[src/common/stgvm_pkg.sv]
// Purpose: constants for stop gating and address map decode
// Assumes: 16-bit address space, 8-bit data
// Notes:   vector addresses are the high byte of each pair
package stgvm_pkg;
    localparam logic [15:0] DP_LO      = 16'h0000;
    localparam logic [15:0] DP_HI      = 16'h007f;
    localparam logic [15:0] HP_LO      = 16'h1800;
    localparam logic [15:0] HP_HI      = 16'h185f;
    localparam logic [15:0] NV_LO      = 16'hffb0;
    localparam logic [15:0] NV_HI      = 16'hffbf;
    localparam logic [15:0] NV_KEY_LO  = 16'hffb0;
    localparam logic [15:0] NV_KEY_HI  = 16'hffb7;
    localparam logic [15:0] NV_PROT_AD = 16'hffbd;
    localparam logic [15:0] NV_OPT_AD  = 16'hffbf;
    localparam logic [7:0]  ZERO_BYTE  = 8'h00;
    localparam logic [7:0]  RESET_BYTE = 8'h00;

    // vector index: code presented by the core, one per source
    localparam int          VEC_N      = 21;
    localparam logic [4:0]  VI_RESET   = 5'h00;
    localparam logic [4:0]  VI_SWI     = 5'h01;
    localparam logic [4:0]  VI_IRQ     = 5'h02;
    localparam logic [4:0]  VI_LVD     = 5'h03;
    localparam logic [4:0]  VI_T1CH0   = 5'h04;
    localparam logic [4:0]  VI_T1CH1   = 5'h05;
    localparam logic [4:0]  VI_T1OVF   = 5'h06;
    localparam logic [4:0]  VI_T2CH0   = 5'h07;
    localparam logic [4:0]  VI_T2CH1   = 5'h08;
    localparam logic [4:0]  VI_T2OVF   = 5'h09;
    localparam logic [4:0]  VI_SPI     = 5'h0a;
    localparam logic [4:0]  VI_SERR    = 5'h0b;
    localparam logic [4:0]  VI_SRX     = 5'h0c;
    localparam logic [4:0]  VI_STX     = 5'h0d;
    localparam logic [4:0]  VI_PORTA   = 5'h0e;
    localparam logic [4:0]  VI_PORTB   = 5'h0f;
    localparam logic [4:0]  VI_ADC     = 5'h10;
    localparam logic [4:0]  VI_I2C     = 5'h11;
    localparam logic [4:0]  VI_RTC     = 5'h12;
    localparam logic [4:0]  VI_MODULO_TIMER    = 5'h13;
    localparam logic [4:0]  VI_ANALOG_COMPARATOR    = 5'h14;

    localparam logic [15:0] VA_RESET   = 16'hfffe;
    localparam logic [15:0] VA_SWI     = 16'hfffc;
    localparam logic [15:0] VA_IRQ     = 16'hfffa;
    localparam logic [15:0] VA_LVD     = 16'hfff8;
    localparam logic [15:0] VA_T1CH0   = 16'hfff4;
    localparam logic [15:0] VA_T1CH1   = 16'hfff2;
    localparam logic [15:0] VA_T1OVF   = 16'hffe8;
    localparam logic [15:0] VA_T2CH0   = 16'hffe6;
    localparam logic [15:0] VA_T2CH1   = 16'hffe4;
    localparam logic [15:0] VA_T2OVF   = 16'hffe2;
    localparam logic [15:0] VA_SPI     = 16'hffe0;
    localparam logic [15:0] VA_SERR    = 16'hffde;
    localparam logic [15:0] VA_SRX     = 16'hffdc;
    localparam logic [15:0] VA_STX     = 16'hffda;
    localparam logic [15:0] VA_PORTA   = 16'hffd6;
    localparam logic [15:0] VA_PORTB   = 16'hffd4;
    localparam logic [15:0] VA_ADC     = 16'hffd0;
    localparam logic [15:0] VA_I2C     = 16'hffce;
    localparam logic [15:0] VA_RTC     = 16'hffcc;
    localparam logic [15:0] VA_MODULO_TIMER    = 16'hffca;
    localparam logic [15:0] VA_ANALOG_COMPARATOR    = 16'hffc2;
    localparam logic [15:0] VA_LOW_OFS = 16'h0001;

    typedef enum logic [1:0] {STGVM_RUN, STGVM_STOP2, STGVM_STOP3} stgvm_mode_e;
endpackage

[src/hw/stgvm_top.sv]
// Purpose: stop-mode clock/power gating, address decode and vector map
// Assumes: core pulses stop_req_i once per stop instruction; wake_i ends stop
// Notes:   power enables are high for on; standby outputs are high for standby
`timescale 1ns/1ps
module stgvm_top
(
    input  wire logic        clk_i,
    input  wire logic        nrst_i,
    input  wire logic        stop_req_i,
    input  wire logic        wake_i,
    input  wire logic        debug_entry_enable_i,
    input  wire logic        lowvolt_stop_enable_i,
    input  wire logic        lvd_enable_i,
    input  wire logic        adc_async_clk_i,
    input  wire logic        analog_comparator_bandgap_i,
    input  wire logic        int_ref_clk_enable_i,
    input  wire logic        int_ref_stop_enable_i,
    input  wire logic        ext_ref_clk_enable_i,
    input  wire logic        ext_ref_stop_enable_i,
    input  wire logic        osc_high_range_i,
    input  wire logic        rtc_enable_i,
    input  wire logic [15:0] addr_i,
    input  wire logic        direct_i,
    input  wire logic        wr_i,
    input  wire logic [7:0]  bit_mask_i,
    input  wire logic [1:0]  bit_op_i,
    input  wire logic [7:0]  reg_rdata_i,
    input  wire logic [7:0]  reg_fixed_zero_i,
    input  wire logic [4:0]  vec_sel_i,
    input  wire logic        vec_low_i,
    input  wire logic [7:0]  nv_prot_flash_i,
    input  wire logic [7:0]  nv_opt_flash_i,
    input  wire logic        flash_prog_i,
    output logic             periph_clk_en_o,
    output logic             debug_clk_en_o,
    output logic             mode_stop2_o,
    output logic             mode_stop3_o,
    output logic             core_off_o,
    output logic             core_standby_o,
    output logic             ram_standby_o,
    output logic             adc_on_o,
    output logic             analog_comparator_on_o,
    output logic             ics_on_o,
    output logic             osc_on_o,
    output logic             reg_full_o,
    output logic             lvd_on_o,
    output logic             rtc_on_o,
    output logic             pins_hold_o,
    output logic             sel_direct_o,
    output logic             sel_high_o,
    output logic             sel_nv_o,
    output logic             sel_key_o,
    output logic             nv_wr_blocked_o,
    output logic [15:0]      eff_addr_o,
    output logic [7:0]       bit_wdata_o,
    output logic             bit_test_o,
    output logic [7:0]       rdata_o,
    output logic [15:0]      vec_addr_o,
    output logic [7:0]       nv_protection_byte_o,
    output logic [7:0]       nv_option_byte_o
);
    stgvm_pkg::stgvm_mode_e mode;
    stgvm_pkg::stgvm_mode_e next_mode;
    logic                   dbg_at_entry;
    logic                   lvd_at_entry;
    logic                   nv_loaded;
    logic [15:0]            ea;

    function automatic logic [15:0] vec_base(input logic [4:0] sel);
        unique case (sel)
            stgvm_pkg::VI_RESET: vec_base = stgvm_pkg::VA_RESET;
            stgvm_pkg::VI_SWI:   vec_base = stgvm_pkg::VA_SWI;
            stgvm_pkg::VI_IRQ:   vec_base = stgvm_pkg::VA_IRQ;
            stgvm_pkg::VI_LVD:   vec_base = stgvm_pkg::VA_LVD;
            stgvm_pkg::VI_T1CH0: vec_base = stgvm_pkg::VA_T1CH0;
            stgvm_pkg::VI_T1CH1: vec_base = stgvm_pkg::VA_T1CH1;
            stgvm_pkg::VI_T1OVF: vec_base = stgvm_pkg::VA_T1OVF;
            stgvm_pkg::VI_T2CH0: vec_base = stgvm_pkg::VA_T2CH0;
            stgvm_pkg::VI_T2CH1: vec_base = stgvm_pkg::VA_T2CH1;
            stgvm_pkg::VI_T2OVF: vec_base = stgvm_pkg::VA_T2OVF;
            stgvm_pkg::VI_SPI:   vec_base = stgvm_pkg::VA_SPI;
            stgvm_pkg::VI_SERR:  vec_base = stgvm_pkg::VA_SERR;
            stgvm_pkg::VI_SRX:   vec_base = stgvm_pkg::VA_SRX;
            stgvm_pkg::VI_STX:   vec_base = stgvm_pkg::VA_STX;
            stgvm_pkg::VI_PORTA: vec_base = stgvm_pkg::VA_PORTA;
            stgvm_pkg::VI_PORTB: vec_base = stgvm_pkg::VA_PORTB;
            stgvm_pkg::VI_ADC:   vec_base = stgvm_pkg::VA_ADC;
            stgvm_pkg::VI_I2C:   vec_base = stgvm_pkg::VA_I2C;
            stgvm_pkg::VI_RTC:   vec_base = stgvm_pkg::VA_RTC;
            stgvm_pkg::VI_MODULO_TIMER:  vec_base = stgvm_pkg::VA_MODULO_TIMER;
            stgvm_pkg::VI_ANALOG_COMPARATOR:  vec_base = stgvm_pkg::VA_ANALOG_COMPARATOR;
            // unused codes fall back to the reset slot
            default:             vec_base = stgvm_pkg::VA_RESET;
        endcase
    endfunction

    function automatic logic in_range(input logic [15:0] a, input logic [15:0] lo,
                                      input logic [15:0] hi);
        in_range = (a >= lo) && (a <= hi);
    endfunction

    // stop selection; fallback decided from levels at the request
    always_comb
    begin
        next_mode = mode;
        unique case (mode)
            stgvm_pkg::STGVM_RUN:
            begin
                if (stop_req_i)
                begin
                    if (debug_entry_enable_i || lowvolt_stop_enable_i)
                        next_mode = stgvm_pkg::STGVM_STOP3;
                    else
                        next_mode = stgvm_pkg::STGVM_STOP2;
                end
            end
            stgvm_pkg::STGVM_STOP2,
            stgvm_pkg::STGVM_STOP3:
            begin
                if (wake_i)
                    next_mode = stgvm_pkg::STGVM_RUN;
            end
            default: next_mode = stgvm_pkg::STGVM_RUN;
        endcase
    end

    always_ff @(posedge clk_i or negedge nrst_i)
    begin
        if (!nrst_i)
            mode <= stgvm_pkg::STGVM_RUN;
        else
            mode <= next_mode;
    end

    // conditions captured at stop entry
    always_ff @(posedge clk_i or negedge nrst_i)
    begin
        if (!nrst_i)
        begin
            dbg_at_entry <= 1'b0;
            lvd_at_entry <= 1'b0;
        end
        else if (mode == stgvm_pkg::STGVM_RUN && stop_req_i)
        begin
            dbg_at_entry <= debug_entry_enable_i;
            lvd_at_entry <= lvd_enable_i && lowvolt_stop_enable_i;
        end
    end

    logic s2;
    logic s3;
    assign s2 = (mode == stgvm_pkg::STGVM_STOP2);
    assign s3 = (mode == stgvm_pkg::STGVM_STOP3);

    assign mode_stop2_o    = s2;
    assign mode_stop3_o    = s3;
    assign periph_clk_en_o = !(s2 || s3);
    assign debug_clk_en_o  = !s2 && (!s3 || dbg_at_entry);
    assign core_off_o      = s2;
    assign core_standby_o  = s3;
    assign ram_standby_o   = s2 || s3;
    assign pins_hold_o     = s2 || s3;
    assign rtc_on_o        = rtc_enable_i;
    assign lvd_on_o        = !s2 && (!s3 || lvd_at_entry);
    assign adc_on_o        = !s2 && (!s3 || (adc_async_clk_i && lvd_at_entry));
    assign analog_comparator_on_o       = !s2 && (!s3 || !analog_comparator_bandgap_i || lvd_at_entry);
    assign ics_on_o        = !s2 &&
                             (!s3 || (int_ref_clk_enable_i && int_ref_stop_enable_i));
    assign osc_on_o        = !s2 && (!s3 || (ext_ref_clk_enable_i && ext_ref_stop_enable_i
                             && (!osc_high_range_i || lvd_at_entry)));
    assign reg_full_o      = !s2 && (!s3 || dbg_at_entry || lvd_at_entry);

    // address decode
    assign ea = direct_i ? {stgvm_pkg::ZERO_BYTE, addr_i[7:0]} : addr_i;
    assign eff_addr_o      = ea;
    assign sel_direct_o    = in_range(ea, stgvm_pkg::DP_LO, stgvm_pkg::DP_HI);
    assign sel_high_o      = in_range(ea, stgvm_pkg::HP_LO, stgvm_pkg::HP_HI);
    assign sel_nv_o        = in_range(ea, stgvm_pkg::NV_LO, stgvm_pkg::NV_HI);
    assign sel_key_o       = in_range(ea, stgvm_pkg::NV_KEY_LO, stgvm_pkg::NV_KEY_HI);
    assign nv_wr_blocked_o = sel_nv_o && wr_i && !flash_prog_i;

    // read-modify-write for bit set/clear/test on direct page
    always_comb
    begin
        bit_wdata_o = reg_rdata_i & ~reg_fixed_zero_i;
        bit_test_o  = 1'b0;
        if (sel_direct_o)
        begin
            unique case (bit_op_i)
                2'h1: bit_wdata_o = (reg_rdata_i | bit_mask_i) & ~reg_fixed_zero_i;
                2'h2: bit_wdata_o = (reg_rdata_i & ~bit_mask_i) & ~reg_fixed_zero_i;
                2'h3: bit_test_o  = |(reg_rdata_i & bit_mask_i & ~reg_fixed_zero_i);
                default: bit_wdata_o = reg_rdata_i & ~reg_fixed_zero_i;
            endcase
        end
    end

    always_ff @(posedge clk_i or negedge nrst_i)
    begin
        if (!nrst_i)
            rdata_o <= stgvm_pkg::RESET_BYTE;
        else
            rdata_o <= reg_rdata_i & ~reg_fixed_zero_i;
    end

    // vector fetch: high byte address, then low byte address
    always_ff @(posedge clk_i or negedge nrst_i)
    begin
        if (!nrst_i)
            vec_addr_o <= stgvm_pkg::VA_RESET;
        else if (vec_low_i)
            vec_addr_o <= vec_base(vec_sel_i) + stgvm_pkg::VA_LOW_OFS;
        else
            vec_addr_o <= vec_base(vec_sel_i);
    end

    // protection and option bytes load once after reset release
    always_ff @(posedge clk_i or negedge nrst_i)
    begin
        if (!nrst_i)
        begin
            nv_loaded            <= 1'b0;
            nv_protection_byte_o <= stgvm_pkg::RESET_BYTE;
            nv_option_byte_o     <= stgvm_pkg::RESET_BYTE;
        end
        else if (!nv_loaded)
        begin
            nv_loaded            <= 1'b1;
            nv_protection_byte_o <= nv_prot_flash_i;
            nv_option_byte_o     <= nv_opt_flash_i;
        end
    end
endmodule

[config.mk]
export PLATFORM = sky130hd
export DESIGN_NAME = stgvm_top
export DESIGN_NICKNAME = d
export VERILOG_FILES = /design/src/common/stgvm_pkg.sv /design/src/hw/stgvm_top.sv
export SDC_FILE = /design/constraint.sdc
export NUM_CORES = 1
export LEC_CHECK = 0
export BUFFER_PORTS_ARGS = -buffer_cell sky130_fd_sc_hd__buf_2
export CAP_MARGIN = 20
export CORE_ASPECT_RATIO = 0.9
export CORE_UTILIZATION = 41
export CTS_BUF_LIST = sky130_fd_sc_hd__clkbuf_4 sky130_fd_sc_hd__clkbuf_8
export CTS_CLUSTER_SIZE = 40
export DETAILED_ROUTE_END_ITERATION = 16
export PLACE_DENSITY = 0.84
export RECOVER_POWER = 25
export REMOVE_ABC_BUFFERS = 1
export SKIP_CTS_REPAIR_TIMING = 1
export SYNTH_ARGS = -nofsm -noshare
export SYNTH_HDL_FRONTEND = slang
export SYNTH_SLANG_ARGS = --single-unit
[constraint.sdc]
create_clock -name clk_i -period 2.7 [get_ports clk_i]
set_clock_uncertainty 0.2 [all_clocks]
set_input_delay 0.675 -clock clk_i [delete_from_list [all_inputs] [get_ports clk_i]]
set_output_delay 0.675 -clock clk_i [all_outputs]
set_load 0.05 [all_outputs]
# Yosys cells after proc, flatten, opt, wreduce, memory -nomap -nowiden
# Memory sizes are Yosys's and may differ from the RTL's.
# Cells that the tools add are included.
# classes
muxes	11
n_mul	0
bitwise_logic	9
reduce_logical	40
n_div	0
magnitude_cmp	7
n_shift	0
n_eq_ne	7
add_sub_neg	1
# ops
op	n
$and A8 B8 Y8	6
$mux W16	3
$le A16 B16 Y1 const B	2
$logic_and A1 B1 Y1	19
$add A16 B1 Y16 const B	1
$ge A16 B1 Y1 const B	1
$ge A16 B13 Y1 const B	1
$ge A16 B16 Y1 const B	1
$le A16 B13 Y1 const B	1
$le A16 B7 Y1 const B	1
$not A8 Y8	2
$pmux W8 S2	1
$logic_or A1 B1 Y1	11
$mux W8	1
$or A8 B8 Y8	1
$reduce_or A8 Y1	1
$eq A2 B2 Y1 const B	3
$logic_not A1 Y1	6
$mux W2	3
$eq A2 B1 Y1 const B	2
$ne A2 B2 Y1 const B	2
$pmux W2 S2	1
$logic_not A2 Y1	1
$mux W1	2
other kinds (2)	2
# totals
latch_bits	0
rom_bits	320
memories	2
input_bits	82
ram_bits	0
ff_bits	45
# mem_list
name	depth	word_bits	rd	rd_ports_with_merged_regs	wr	line	source
(name not given)	32	5	1	0	0	stgvm_top.sv:70	unique case (sel)
(name not given)	32	5	1	0	0	stgvm_top.sv:70	

# Depth between registers and ports, before layout
# depth
word_depth	5
ltp_mapped	7
mapped_depth_nobuf	7

# Worst setup path after synthesis
# OpenSTA, ideal clock, no wires.
# synth_path
path_type	input to output
start	input direct_i
end	output sel_key_o
required_ns	1.825
path_buffers	1
slack_ns	-1.313
arrival_time_ns	3.138
path_stages	5
cell_sequence	buf_2 nor2b_4 nand2_1 nor4_2 nor2b_1
# synth_via
elab_chain_cells	3
# synth_rtl
item	line	source
start, declared	stgvm_top.sv:23	input wire logic direct_i,
$mux W16 (*)	stgvm_top.sv:174	assign ea = direct_i ? {stgvm_pkg::ZERO_BYTE, addr_i[7:0]} : addr_i;
net eff_addr_o[12]	stgvm_top.sv:54	output logic [15:0] eff_addr_o,
$ge A16 B16 Y1 / $le A16 B16 Y1 (equally long branches)	stgvm_top.sv:99	in_range = (a >= lo) && (a <= hi);
$logic_and A1 B1 Y1 (*)	stgvm_top.sv:99	
end, declared	stgvm_top.sv:52	output logic sel_key_o,
# The timed path passes the listed nets; every way through them passes the cells marked *.

# Worst setup path after layout
# layout_path
start	input addr_i[10]
end	output bit_wdata_o[6]
# layout_via
elab_chain_cells	4
# layout_rtl
item	line	source
start, declared	stgvm_top.sv:22	input wire logic [15:0] addr_i,
$mux W16 (*)	stgvm_top.sv:174	
$ge A16 B1 Y1 / $le A16 B7 Y1 (equally long branches)	stgvm_top.sv:99	
$logic_and A1 B1 Y1 (*)	stgvm_top.sv:99	
$mux W8 (*)	stgvm_top.sv:187	if (sel_direct_o)
end, declared	stgvm_top.sv:55	output logic [7:0] bit_wdata_o,
# Mark *: on every way between the ends. The rest lies on a longest branch, timed or not.

==> results.txt <==
Total negative slack: -1.19 ns. Relative to the synthesized area, the layout overhead comes to 47.7%. The cell type of the slowest stage on the worst timing path was nor4_4.

The type of the setup path with the least slack is input port to output port. The run gives 0.438 as the effective utilization at floorplan. The final reports fail on capacitance limit, slew limit, setup timing. The tools report the detailed-route wire length as 5760 µm. In this design, the stage delay of the slowest critical-path cell is 0.32 ns. Counting both buffers and inverters, the worst setup path holds a total of 2. Traced cell by cell, the critical path runs through buf_8 -> nor4_4 -> a21o_4 -> and4_1 -> mux2_4 -> buf_6. The total overflow left after global routing is 0.

For the pin with the worst max-slew slack, the measured transition is 1.76 ns. The type of element launching the critical path was an input port. The reg-to-reg critical path endpoint was mode[1]. The register clock-pin slew on the reported worst setup and hold paths was 0.06 ns; the final cell utilization of the core was 0.647. The worst hold path endpoint is nv_protection_byte_o[6]. Once detail routing completed, the nets flagged for antenna violations numbered 0. Setup violations remaining at the end of the flow were counted as 9.

The initial antenna violation count is 0, and the clock insertion delay at the later pin of the skew report is 0.28 ns. Clock tree root buffer cell: clkbuf_8. The slack of the critical path was -0.184 ns; the total of buffers placed on input and output ports was 148. The run gives 1.05 ns as the setup slack on the worst flop-to-flop path. The cell accounting for the most synthesized area is dfrtp_1. The startpoint identified for the worst register-to-register timing path is mode[1].

The placer congestion estimate came out at 0.862. The share of the synthesized area in the top cell type works out to 0.346. The commonest cells after synthesis are dfrtp_1, buf_4, mux2_2, nor2b_1, inv_1.

The netlist uses 45 different library cells. Synthesis handed over a netlist of 208 instances. Summed over all nets, the half-perimeter wirelength after detailed placement is 4560 µm.

Per-instance average area after synthesis: 10.4 µm². Counting cells, the worst reg-to-reg path comes to 6. The flow ran to the end, but the final reports show violations. For this run, the post-layout net count is 454.

Final critical path time including I/O delays and setup: 2.88 ns. The die height was 71.0 µm; the number of global-route vias before repair was 1,932. The maximum fanout count along the critical path was 8; the global router's overall resource usage was 0.192. Most repeated cell in the gate-level netlist after synthesis: dfrtp_1. OpenSTA, run right after detailed placement, puts the worst setup slack at -0.273 ns. Startpoint of the most critical hold path: nv_protection_byte_o[6]. Critical path endpoint category: an output port. The worst hold path belongs to the class flop to flop.

The tools report the maximum number of pins on one net before global-route repair as 36. The number of antenna diodes in the final layout is 0. The cell area after technology mapping was 2170 µm²; the DRC violation count after routing was 0. After synthesis the netlist holds a flip-flop and latch count of 35. The largest vdd supply drop is 0.682 mV. The clock passes through at most 2 buffers. CTS saw 35 sinks.

The data required time at the worst endpoint was 1.82 ns. Floorplan row count: 24. The post-synthesis sequential area ratio is 0.407, and the fraction of registers with async set or reset after synthesis is 1.00. The ratio of cells with drive above 1 in the final layout came out at 0.564. In this run the power density over the cells is 732 nW/µm². The most used flip-flop cell after synthesis is dfrtp_1.

The hold violation total from the final report was 0. The critical path's top delay family is simple AND/OR/NAND/NOR gates. The run gives 1 as the number of max-cap violations. STA puts the critical path data arrival time at 2.01 ns. The clock tree synthesis step divided the H-tree into 2 levels. TritonCTS built the clock tree.

Summed over all cells, the static leakage comes to 1.65 nW. Counting tap cells, the placed design contains a total of 418 instances. The core region is 4950 µm². The remaining max-slew budget at the tightest pin was -0.176.

TritonCTS created 5 clock buffers. The share of the cycle needed by the critical path after routing was 1.07. The logs give 46 for the iteration-0 DRC count of the detailed router and 5590 µm² for the total die area.

The per-cell routed wire length was 13.5 µm; the final max-slew violation count was 36. Setup repair after global routing could not meet its margin everywhere. The finished layout holds 427 standard cells, fillers aside. By area the synthesized netlist is led by dfrtp_1, mux2_2, buf_4. The number of fillers in the final layout is 422. The number of vias per cell is 4.95, and the worst hold path stage count is 1.

The pre-antenna-repair detailed-routing pass consisted of 5 iterations. The number of vias after detailed routing was 2,114. Based on the critical path, the design can be clocked at up to 347 MHz. During I/O placement, the number of pins put on the boundary was 167. The first global-routing pass estimated 8450 µm of wire. Warning count from the yosys run: 0. In this run the horizontal extent of the chip is 78.7 µm. Number of synthesized flops with an enable pin: 0.
-- metrics by stage --
stage               total power [W]  hold slack, ns  area [µm²]
CTS                         0.00235           0.279        3090
finish                      0.00235           0.303        3200
detailed placement          0.00178           0.292        2950
global route                0.00245           0.291        3200
floorplan                   0.00148           0.179        2020
global placement            0.00176           0.282        2950
-- metal layers --
metal | vias to the layer above | share of wire | global-route usage | wire, µm
met5 | - | 0 | 0 | 0
met4 | 0 | 0.015 | 0.0700 | 85
met3 | 8 | 0.084 | 0.0490 | 483
met2 | 113 | 0.52 | 0.351 | 2980
met1 | 975 | 0.38 | 0.214 | 2210
li1 | 1018 | - | - | -
-- state kept, by name, indices dropped and copies added (netlist names) --
name,count
nv_protection_byte_o,8
nv_loaded,1
vec_addr_o,6
rdata_o,8
lvd_at_entry,1
mode,2
nv_option_byte_o,8
dbg_at_entry,1
-- cells by family after synthesis --
family | after synthesis | share of synthesized area
AND/OR/NAND/NOR | 54 | 0.156
AO/OA/AOI/OAI | 42 | 0.139
buffers and inverters | 41 | 0.110
flip-flops | 35 | 0.407
multiplexers | 24 | 0.123
adder cells (fa/ha/maj) | 11 | 0.0634
other | 1 | 0.00173
-- power breakdown --
group / leakage [nW] / internal (W) / total [W] / switching, W
Combinational: 1.17 / 0.000300 / 0.00117 / 0.000868
Sequential: 0.416 / 0.000592 / 0.000626 / 0.0000345
Clock: 0.0688 / 0.000379 / 0.000552 / 0.000173
-- how the worst max path moves through the flow --
stage,start,end,slack [ns],cells after the start
final,addr_i[10],bit_wdata_o[6],-0.18,6
after global routing,addr_i[10],bit_wdata_o[6],-0.22,6
after CTS,bit_op_i[0],bit_wdata_o[2],-0.29,7
after detailed placement,addr_i[14],bit_wdata_o[2],-0.27,6
after global placement,addr_i[14],bit_wdata_o[7],-0.24,6
after floorplan,addr_i[12],sel_key_o,-1.16,4
-- final cells by class --
cell class	instances	area, µm²	area share
Clock buffer	6	76.3	0.0238
Clock inverter	2	60.1	0.0187
Tap cell	65	81.3	0.0254
Inverter	13	48.8	0.0152
Sequential cell	35	882	0.275
Multi-Input combinational cell	142	1130	0.354
Timing Repair Buffer	164	922	0.288
-- layout by cell type, fill, tap and decap left out, types with 5 or more instances in the layout --
master	n
buf_4	22
buf_2	128
conb_1	11
a21oi_1	8
inv_1	12
nor2_1	9
dfstp_2	5
clkbuf_1	6
clkbuf_8	5
nor2b_1	17
ha_1	11
buf_6	5
mux2_2	17
dfrtp_1	30
nand2_1	8
Note: power is estimated with default switching activity, not from simulation.
